===== src/ssi_map.vh =====
// Register offsets, field positions and constants of the serial shifter block.
`ifndef SSI_MAP_VH
`define SSI_MAP_VH
`define SSI_OFS_SHIFT      4'ha
`define SSI_OFS_AUX        4'hb
`define SSI_OFS_FLAGS      4'hd
`define SSI_OFS_ENABLES    4'he
`define SSI_MODE_HI        4
`define SSI_MODE_LO        2
`define SSI_MODE_OFF       3'h0
`define SSI_MODE_IN_T2     3'h1
`define SSI_MODE_IN_SYS    3'h2
`define SSI_MODE_IN_EXT    3'h3
`define SSI_MODE_OUT_FREE  3'h4
`define SSI_MODE_OUT_T2    3'h5
`define SSI_MODE_OUT_SYS   3'h6
`define SSI_MODE_OUT_EXT   3'h7
`define SSI_BIT_PA_SECOND  0
`define SSI_BIT_PA_FIRST   1
`define SSI_BIT_SHIFT      2
`define SSI_BIT_PB_SECOND  3
`define SSI_BIT_PB_FIRST   4
`define SSI_BIT_TIMER2     5
`define SSI_BIT_TIMER1     6
`define SSI_BIT_TOP        7
`define SSI_BITS_PER_BYTE  4'h8
`define SSI_LAST_BIT       4'h7
`define SSI_T2_EXTRA       9'h002
`define SSI_SYS_HALF       9'h001
`define SSI_RST_BYTE       8'h00
`define SSI_RST_FLAGS      7'h00
`define SSI_RST_DIV        9'h000
`define SSI_RST_CNT        4'h0
`endif


===== src/ssi_shifter.v =====
// Serial shift register with interrupt flag and enable logic, plus its receive FIFO.
//////////////////////////////////////////////////////////////////////////////////////
// Overview of operation
// - Mode 000 stops shifting, pins follow peripheral control.
// - Mode 001 shifts in at second timer rate.
// - Shift-in starts on access; bits enter bit 0.
// - Timer-paced input captured two cycles after clock rise.
// - Mode 001 sets shift flag after eight pulses.
// - Mode 010 shifts in at system rate, stops.
// - Mode 011 external clock, flag every eight bits.
// - External modes: access clears flag, restarts counter.
// - Mode 100 recirculates out forever, no flag.
// - Out sends bit 7 first, rotates into bit 0.
// - Mode 101 access sends eight bits, eight pulses.
// - After eight out pulses stop, flag, hold pin.
// - Mode 110 shifts out at system clock rate.
// - Mode 111 external clock out, flag every eight.
// - Flag register readable; writing one clears flag.
// - Flag bit 7 is OR of enabled flags.
// - Enable write: bit 7 selects set or clear.
// - Enable read returns bit 7 as one.
// - Shift and timer flags set/cleared by events.
// - Port flags cleared by port output register access.
// - Independent second-line flags cleared only by writing.
// - Request output low when enabled flag set.
//////////////////////////////////////////////////////////////////////////////////////
`timescale 1ns/100ps
`default_nettype none
`include "ssi_map.vh"

// Small synchronous FIFO; holds received bytes until the consumer takes them.
module ssi_fifo #(
   parameter WIDTH = 8,
   parameter DEPTH = 8,
   parameter AW    = 3
) (
   input  wire             clk,
   input  wire             rstn,
   input  wire             in_valid,
   output wire             in_ready,
   input  wire [WIDTH-1:0] in_data,
   output wire             out_valid,
   input  wire             out_ready,
   output wire [WIDTH-1:0] out_data
);
   reg [WIDTH-1:0] mem [0:DEPTH-1];
   reg [AW:0]      wp_r;
   reg [AW:0]      rp_r;
   wire            push;
   wire            pop;

   // Extra pointer bit tells full from empty when the indices meet.
   assign in_ready  = (wp_r[AW] == rp_r[AW]) || (wp_r[AW-1:0] != rp_r[AW-1:0]);
   assign out_valid = (wp_r != rp_r);
   assign out_data  = mem[rp_r[AW-1:0]];
   assign push      = in_valid && in_ready;
   assign pop       = out_valid && out_ready;

   // Pointer and storage update.
   always @(posedge clk) begin
      if (!rstn) begin
         wp_r <= {(AW+1){1'b0}};
         rp_r <= {(AW+1){1'b0}};
      end else begin
         if (push) begin
            mem[wp_r[AW-1:0]] <= in_data;
            wp_r              <= wp_r + 1'b1;
         end
         if (pop) begin
            rp_r <= rp_r + 1'b1;
         end
      end
   end
endmodule // ssi_fifo

//////////////////////////////////////////////////////////////////////////////////////
module ssi_shifter #(
   parameter FIFO_DEPTH = 8,
   parameter FIFO_AW    = 3
) (
   input  wire       clk,
   input  wire       rstn,
   input  wire       reg_cs,
   input  wire       reg_wr,
   input  wire [3:0] reg_sel,
   input  wire [7:0] reg_wdata,
   output reg  [7:0] reg_rdata,
   output wire [7:0] auxiliary_control,
   input  wire [7:0] second_timer_low_latch,
   input  wire       first_timer_evt,
   input  wire       first_timer_clr,
   input  wire       second_timer_evt,
   input  wire       second_timer_clr,
   input  wire       port_a_first_line_evt,
   input  wire       port_a_second_line_evt,
   input  wire       port_b_first_line_evt,
   input  wire       port_b_second_line_evt,
   input  wire       port_a_output_reg_access,
   input  wire       port_b_output_reg_access,
   input  wire       port_a_second_indep,
   input  wire       port_b_second_indep,
   input  wire       pc_sclk_out,
   input  wire       pc_sclk_oe,
   input  wire       pc_sdata_out,
   input  wire       pc_sdata_oe,
   input  wire       sclk_in,
   output wire       sclk_out,
   output wire       sclk_oe,
   input  wire       sdata_in,
   output wire       sdata_out,
   output wire       sdata_oe,
   output wire       irq_n_out,
   output wire       irq_n_oe,
   output wire       rx_valid,
   input  wire       rx_ready,
   output wire [7:0] rx_data
);
   reg  [7:0] aux_r;
   reg  [7:0] shreg_r;
   reg  [6:0] flags_r;
   reg  [6:0] enables_r;
   reg  [3:0] cnt_r;
   reg  [8:0] div_r;
   reg        active_r;
   reg        sclk_r;
   reg        dout_r;
   reg  [1:0] pend_r;
   reg        push_r;
   reg  [7:0] push_data_r;
   reg  [2:0] sclk_sync_r;
   reg  [1:0] sdin_sync_r;
   reg  [6:0] flags_nxt;
   reg        shift_done;
   wire [2:0] mode;
   wire       mode_in;
   wire       mode_out;
   wire       mode_ext;
   wire       mode_int;
   wire       acc_sr;
   wire       wr_flags;
   wire       ext_rise;
   wire       ext_fall;
   wire       int_tick;
   wire       fifo_ready;
   wire [8:0] half;
   wire       any_irq;

   // Half period of the generated clock in system clocks.
   function [8:0] half_period;
      input [2:0] m;
      input [7:0] n;
      begin
         if (m == `SSI_MODE_IN_SYS || m == `SSI_MODE_OUT_SYS)
            half_period = `SSI_SYS_HALF;
         else
            half_period = {1'b0, n} + `SSI_T2_EXTRA;
      end
   endfunction
   // Register window access decode.
   function hit;
      input       cs;
      input [3:0] sel;
      input [3:0] ofs;
      begin
         hit = cs && (sel == ofs);
      end
   endfunction
   assign mode     = aux_r[`SSI_MODE_HI:`SSI_MODE_LO];
   assign mode_in  = (mode == `SSI_MODE_IN_T2) || (mode == `SSI_MODE_IN_SYS) ||
                     (mode == `SSI_MODE_IN_EXT);
   assign mode_out = mode[2];
   assign mode_ext = (mode == `SSI_MODE_IN_EXT) || (mode == `SSI_MODE_OUT_EXT);
   assign mode_int = (mode != `SSI_MODE_OFF) && !mode_ext;
   assign acc_sr   = hit(reg_cs, reg_sel, `SSI_OFS_SHIFT);
   assign wr_flags = hit(reg_cs, reg_sel, `SSI_OFS_FLAGS) && reg_wr;
   assign half     = half_period(mode, second_timer_low_latch);
   assign auxiliary_control = aux_r;

   // Outside pins pass two flops before use; the third stage only feeds edge detection.
   always @(posedge clk) begin
      if (!rstn) begin
         sclk_sync_r <= 3'h7;
         sdin_sync_r <= 2'h0;
      end else begin
         sclk_sync_r <= {sclk_sync_r[1:0], sclk_in};
         sdin_sync_r <= {sdin_sync_r[0], sdata_in};
      end
   end
   assign ext_rise = sclk_sync_r[1] && !sclk_sync_r[2];
   assign ext_fall = !sclk_sync_r[1] && sclk_sync_r[2];

   // Generated clock stalls while a received byte cannot be stored.
   assign int_tick = active_r && mode_int && (div_r == `SSI_RST_DIV) &&
                     !(mode_in && !fifo_ready);

   // Shift engine: pulse generation, bit counting, data movement.
   always @(posedge clk) begin
      if (!rstn) begin
         active_r    <= 1'b0;
         sclk_r      <= 1'b1;
         div_r       <= `SSI_RST_DIV;
         cnt_r       <= `SSI_RST_CNT;
         shreg_r     <= `SSI_RST_BYTE;
         dout_r      <= 1'b0;
         pend_r      <= 2'h0;
         push_r      <= 1'b0;
         push_data_r <= `SSI_RST_BYTE;
         shift_done  <= 1'b0;
      end else begin
         push_r     <= 1'b0;
         shift_done <= 1'b0;
         pend_r     <= {pend_r[0], 1'b0};
         if (div_r != `SSI_RST_DIV && !(mode_in && !fifo_ready))
            div_r <= div_r - 1'b1;
         if (mode == `SSI_MODE_OFF) begin
            active_r <= 1'b0;
            sclk_r   <= 1'b1;
            cnt_r    <= `SSI_RST_CNT;
         end else if (int_tick) begin
            div_r  <= half - 1'b1;
            sclk_r <= !sclk_r;
            if (sclk_r && mode_out) begin
               dout_r  <= shreg_r[7];
               shreg_r <= {shreg_r[6:0], shreg_r[7]};
            end
            if (!sclk_r) begin
               pend_r[0] <= mode_in;
               if (cnt_r == `SSI_LAST_BIT) begin
                  cnt_r <= `SSI_RST_CNT;
                  if (mode != `SSI_MODE_OUT_FREE) begin
                     active_r   <= 1'b0;
                     shift_done <= !mode_in;
                  end
               end else begin
                  cnt_r <= cnt_r + 1'b1;
               end
            end
         end else if (mode_ext) begin
            if (ext_fall && mode_out) begin
               dout_r  <= shreg_r[7];
               shreg_r <= {shreg_r[6:0], shreg_r[7]};
            end
            if (ext_rise && (mode_out || fifo_ready)) begin
               if (mode_in)
                  shreg_r <= {shreg_r[6:0], sdin_sync_r[1]};
               if (cnt_r == `SSI_LAST_BIT) begin
                  cnt_r      <= `SSI_RST_CNT;
                  shift_done <= 1'b1;
                  push_r     <= mode_in;
                  push_data_r <= {shreg_r[6:0], sdin_sync_r[1]};
               end else begin
                  cnt_r <= cnt_r + 1'b1;
               end
            end
         end
         // Paced capture lags the rise by two cycles, so it reads the pin as it stood at the rise.
         if (pend_r[1]) begin
            shreg_r <= {shreg_r[6:0], sdin_sync_r[1]};
            if (!active_r) begin
               shift_done  <= 1'b1;
               push_r      <= 1'b1;
               push_data_r <= {shreg_r[6:0], sdin_sync_r[1]};
            end
         end
         if (mode == `SSI_MODE_OUT_FREE)
            active_r <= 1'b1;
         // Any shift register access outside mode 000 restarts the bit count; modes 001, 010, 101 and 110 then start a sequence of eight pulses.
         if (acc_sr && mode != `SSI_MODE_OFF) begin
            cnt_r    <= `SSI_RST_CNT;
            active_r <= mode_int;
            sclk_r   <= 1'b1;
            div_r    <= half - 1'b1;
            pend_r   <= 2'h0;
         end
         if (acc_sr && reg_wr)
            shreg_r <= reg_wdata;
      end
   end

   // Flag update: hardware set wins over every clear in the same cycle except the shift flag hold of modes 000 and 100.
   always @* begin
      flags_nxt = flags_r;
      if (wr_flags)
         flags_nxt = flags_nxt & ~reg_wdata[6:0];
      if (acc_sr)
         flags_nxt[`SSI_BIT_SHIFT] = 1'b0;
      if (first_timer_clr)
         flags_nxt[`SSI_BIT_TIMER1] = 1'b0;
      if (second_timer_clr)
         flags_nxt[`SSI_BIT_TIMER2] = 1'b0;
      if (port_a_output_reg_access) begin
         flags_nxt[`SSI_BIT_PA_FIRST] = 1'b0;
         if (!port_a_second_indep)
            flags_nxt[`SSI_BIT_PA_SECOND] = 1'b0;
      end
      if (port_b_output_reg_access) begin
         flags_nxt[`SSI_BIT_PB_FIRST] = 1'b0;
         if (!port_b_second_indep)
            flags_nxt[`SSI_BIT_PB_SECOND] = 1'b0;
      end
      flags_nxt = flags_nxt | {first_timer_evt, second_timer_evt, port_b_first_line_evt,
                               port_b_second_line_evt, shift_done, port_a_first_line_evt,
                               port_a_second_line_evt};
      if (mode == `SSI_MODE_OFF || mode == `SSI_MODE_OUT_FREE)
         flags_nxt[`SSI_BIT_SHIFT] = 1'b0;
   end

   // Control, flag and enable registers, plus registered read data.
   always @(posedge clk) begin
      if (!rstn) begin
         aux_r     <= `SSI_RST_BYTE;
         flags_r   <= `SSI_RST_FLAGS;
         enables_r <= `SSI_RST_FLAGS;
         reg_rdata <= `SSI_RST_BYTE;
      end else begin
         flags_r <= flags_nxt;
         if (hit(reg_cs, reg_sel, `SSI_OFS_AUX) && reg_wr)
            aux_r <= reg_wdata;
         if (hit(reg_cs, reg_sel, `SSI_OFS_ENABLES) && reg_wr) begin
            if (reg_wdata[`SSI_BIT_TOP])
               enables_r <= enables_r | reg_wdata[6:0];
            else
               enables_r <= enables_r & ~reg_wdata[6:0];
         end
         if (reg_cs && !reg_wr) begin
            case (reg_sel)
               `SSI_OFS_SHIFT:   reg_rdata <= shreg_r;
               `SSI_OFS_AUX:     reg_rdata <= aux_r;
               `SSI_OFS_FLAGS:   reg_rdata <= {any_irq, flags_r};
               `SSI_OFS_ENABLES: reg_rdata <= {1'b1, enables_r};
               default:          reg_rdata <= `SSI_RST_BYTE;
            endcase
         end
      end
   end

   // Request line is a wired-OR low; it is only ever pulled down, never driven high.
   assign any_irq   = |(flags_r & enables_r);
   assign irq_n_out = 1'b0;
   assign irq_n_oe  = any_irq;

   // Pin drive: mode 000 hands both pins back to the peripheral control settings.
   assign sclk_out  = (mode == `SSI_MODE_OFF) ? pc_sclk_out : sclk_r;
   assign sclk_oe   = (mode == `SSI_MODE_OFF) ? pc_sclk_oe  : mode_int;
   assign sdata_out = (mode == `SSI_MODE_OFF) ? pc_sdata_out : dout_r;
   assign sdata_oe  = (mode == `SSI_MODE_OFF) ? pc_sdata_oe  : mode_out;

   // Received bytes queue here; a full queue pauses the generated clock.
   ssi_fifo #(
      .WIDTH (8),
      .DEPTH (FIFO_DEPTH),
      .AW    (FIFO_AW)
   ) u_rx_fifo (
      .clk       (clk),
      .rstn      (rstn),
      .in_valid  (push_r),
      .in_ready  (fifo_ready),
      .in_data   (push_data_r),
      .out_valid (rx_valid),
      .out_ready (rx_ready),
      .out_data  (rx_data)
   );
endmodule // ssi_shifter
`default_nettype wire


===== config.mk =====
export PLATFORM = sky130hd
export DESIGN_NAME = ssi_shifter
export DESIGN_NICKNAME = d
export VERILOG_FILES = /design/src/ssi_shifter.v
export VERILOG_INCLUDE_DIRS = /design/src
export SDC_FILE = /design/constraint.sdc
export NUM_CORES = 1
export LEC_CHECK = 0
export ABC_AREA = 1
export BUFFER_PORTS_ARGS = -buffer_cell sky130_fd_sc_hd__buf_4
export CORE_MARGIN = 1
export CORE_UTILIZATION = 55
export DETAILED_ROUTE_END_ITERATION = 10
export GPL_TIMING_DRIVEN = 0
export PLACE_DENSITY = 0.74
export SLEW_MARGIN = 30
export SYNTH_ARGS = -nofsm -noshare
export SYNTH_HDL_FRONTEND = slang
export SYNTH_HIERARCHICAL = 1
export SYNTH_SLANG_ARGS = --single-unit

===== constraint.sdc =====
create_clock -name clk -period 3.8 [get_ports clk]
set_clock_uncertainty 0.1 [all_clocks]
set_input_delay 0 -clock clk [delete_from_list [all_inputs] [get_ports clk]]
set_output_delay 0 -clock clk [all_outputs]
set_load 0.05 [all_outputs]

==> results_dict.tcl <==
set metrics [dict create \
    slew_headroom 0.487 \
    synthMostInstantiatedCell "nand2_1" \
    hold_class "input port to flip-flop" \
    power.share.clock 0.345 \
    final_layout_size_suffix_gt1_frac 0.184 \
    rsz0062_at_grt "false" \
    htree_levels 4 \
    setup.worst_path.end_class "flip-flop" \
    hold_viol 0 \
    cp.arrival_ns 2.56 \
    powerDensity_nw_per_um2 525 \
    diodes 0 \
    yosys.area.top_type "edfxtp_1" \
    grt_start_max_net_pins 17 \
    grt-ovfl-total 0 \
    wl_per_cell_um 14.3 \
    clock.fmax_mhz 432 \
    tritoncts "yes" \
    syn_area_per_cell_um2 8.32 \
    crit_type "flip-flop to flip-flop" \
    switching_power_mw 1.55 \
    crit_fanout 9 \
    drtAntennaViolNets 0 \
    first_global_vias 5708 \
    syn_nets 917 \
    stdcell_area_um2 8870 \
    switching_share 0.332 \
    track_usage 0.263 \
    synth_area_leaders "edfxtp_1 (27%), dfxtp_1 (23%), nand2_1 (12%), inv_1 (4.4%), nor2_1 (3.6%)" \
    routabilityCongestion 0.906 \
    layout.nets 1040 \
    vias 6185 \
    synth_commonest_cells "nand2_1 (230), inv_1 (85), dfxtp_1 (82)" \
    synth_ff_type "dfxtp_1" \
    ctsResizeCount 0 \
    synth_cell_type_count 47 \
    rows 41 \
    postSynth.asyncResetShare 0 \
    clk_latency_ns 0.42 \
    syn2layout_area_growth_pct 22.8 \
    seq_power_share 0.373 \
    core_region_area_um2 12700 \
    fin_setup_tns_ns 0 \
    io_buffers 71 \
    final-setup-viol-count 0 \
    yosysWarnings 6 \
    dr.max_layer_used "met4" \
    wl_um 16800 \
    drtIter0Drc 362 \
    cts_buffers 17 \
    viasPerCell 5.26 \
    synth_top_area_frac 0.266 \
    die-area_um2 13600 \
    ir_worst_vdd_mv 0.325 \
    cts.sinks 146 \
    post-dp-hpwl_um 12000 \
    ys_seq_elements 146 \
    whs_ns 0.0199 \
    die_y_um 117 \
    finalMaxSlewViolations 0 \
    postPlaceCellArea_um2 7970 \
    drc_errors 0 \
    start_kind "flip-flop" \
    dr_wl_met2_um 8200 \
    die_w_um 117 \
    m1WireLength_um 7550 \
    routed-wl-met3_um 788 \
    stdcell_count 1176 \
    place_inst 1111 \
    status "finished clean" \
    io_pins 74 \
    initial_core_util 0.568 \
    timing.max_cap.violations 0 \
    drtPass1Iterations 5 \
    synth_area_um2 7220 \
    timing.final.crit_period_ns 2.31 \
    clk_pin_slew_ns 0.06 \
    synth_seq_area_share 0.493 \
    synth-edff-count 64 \
    p_int_mw 3.11 \
    pwr-share-comb 0.282 \
    grt_pass1_wl_um 27300 \
    period_share 0.609 \
    root_buffer "clkbuf_16" \
    total_leakage_power_nw 3.60 \
    worst_pin_slew_ns 0.767 \
    ctsLongestPathBuffers 2 \
    cp.required_ns 4.04 \
    netlist_instances 868 \
    antenna_found_initial 0 \
]
==> metal layers <==
metal / GRT usage / vias up
met1: 0.325 / 2824
li1: - / 3157
met3: 0.0493 / 25
met4: 0.103 / 0
met2: 0.454 / 179
met5: 0 / -
==> critical path, cell delays in order (launching register included) <==
cell and delay (ns):
dfxtp_1 0.45, nand2_1 0.14, nand2_2 0.11, nand4_4 0.21, nor2_2 0.21, nor2_2 0.12
a21oi_4 0.27, nand3_2 0.19, nand2_1 0.11, nand3_1 0.06, nand2_1 0.07, nand2_1 0.06
a21oi_2 0.13
==> power by group through the flow <==
stage / logic, mW / registers, mW / clock network (mW)
floorplan: 0.961 / 1.76 / 0
global placement: 1.26 / 1.77 / 0
detailed placement: 1.28 / 1.77 / 0
CTS: 1.31 / 1.74 / 1.63
global route: 1.45 / 1.75 / 1.69
finish: 1.31 / 1.74 / 1.61
==> flip-flops by register name (all words and copies together) (netlist names), 2 cells and up, named ones only <==
| name | cells |
|---|---|
| u_rx_fifo/mem | 64 |
| sclk_sync_r | 3 |
| sdin_sync_r | 2 |
| div_r | 9 |
| push_data_r | 8 |
| u_rx_fifo/rp_r | 4 |
| cnt_r | 4 |
| auxiliary_control | 8 |
| u_rx_fifo/wp_r | 4 |
| shreg_r | 8 |
| reg_rdata | 8 |
| flags_r | 7 |
| pend_r | 2 |
==> placed cells by master (no fill, tap or decap), types with 17 or more instances in the layout <==
cell and n:
dfxtp_1 82, edfxtp_1 64, nor2_1 70, dlygate4sd3_1 33, o21ai_0 31, inv_1 85, nand3_1 51, buf_4 75
nand2_1 230, clkbuf_16 17, a21oi_1 51
==> cell families (layout without fill, tap and decap cells) <==
family / Yosys count / count (layout) / synth area share
AO/OA/AOI/OAI: 145 / 145 / 0.120
XOR/XNOR: 4 / 4 / 0.00485
adder cells (fa/ha/maj): 6 / 6 / 0.0104
buffers and inverters: 122 / 258 / 0.0701
flip-flops: 146 / 146 / 0.493
multiplexers: 16 / 16 / 0.0222
other: 1 / 1 / 0.000519
AND/OR/NAND/NOR: 428 / 428 / 0.279
==> repair_timing <==
item                       in CTS  in global routing
setup endpoints to repair       0                  0
setup buffers                   0                  0
hold endpoints to repair       62                  0
hold buffers                   33                  0
==> final timing paths <==
kind	from	endpoint	slack [ns]	cells past startpoint
max	u_rx_fifo/wp_r[0]	shreg_r[7]	1.49	12
min	reg_sel[0]	auxiliary_control[2]	0.02	6
max reg2reg	u_rx_fifo/wp_r[0]	shreg_r[7]	1.49	12
min reg2reg	sclk_sync_r[0]	sclk_sync_r[1]	0.31	1
==> cell type report <==
cell class	count	area, um2
fill	1059	3850
sequential	146	3560
multi-input combinational	600	3150
timing repair buffer	104	863
clock buffer	20	437
inverter	94	353
tap	172	215
buffer	28	154
clock inverter	12	134
==> metrics by stage <==
stage                     setup slack (ns)  utilization  power, mW
after floorplan                       1.59            -       2.72
after global placement                1.58        0.627       3.03
after detailed placement              1.55        0.627       3.05
after CTS                             1.51        0.697       4.68
after global routing                  1.27        0.697       4.89
final                                 1.49        0.697       4.66
Note: power is estimated with default switching activity, not from simulation.
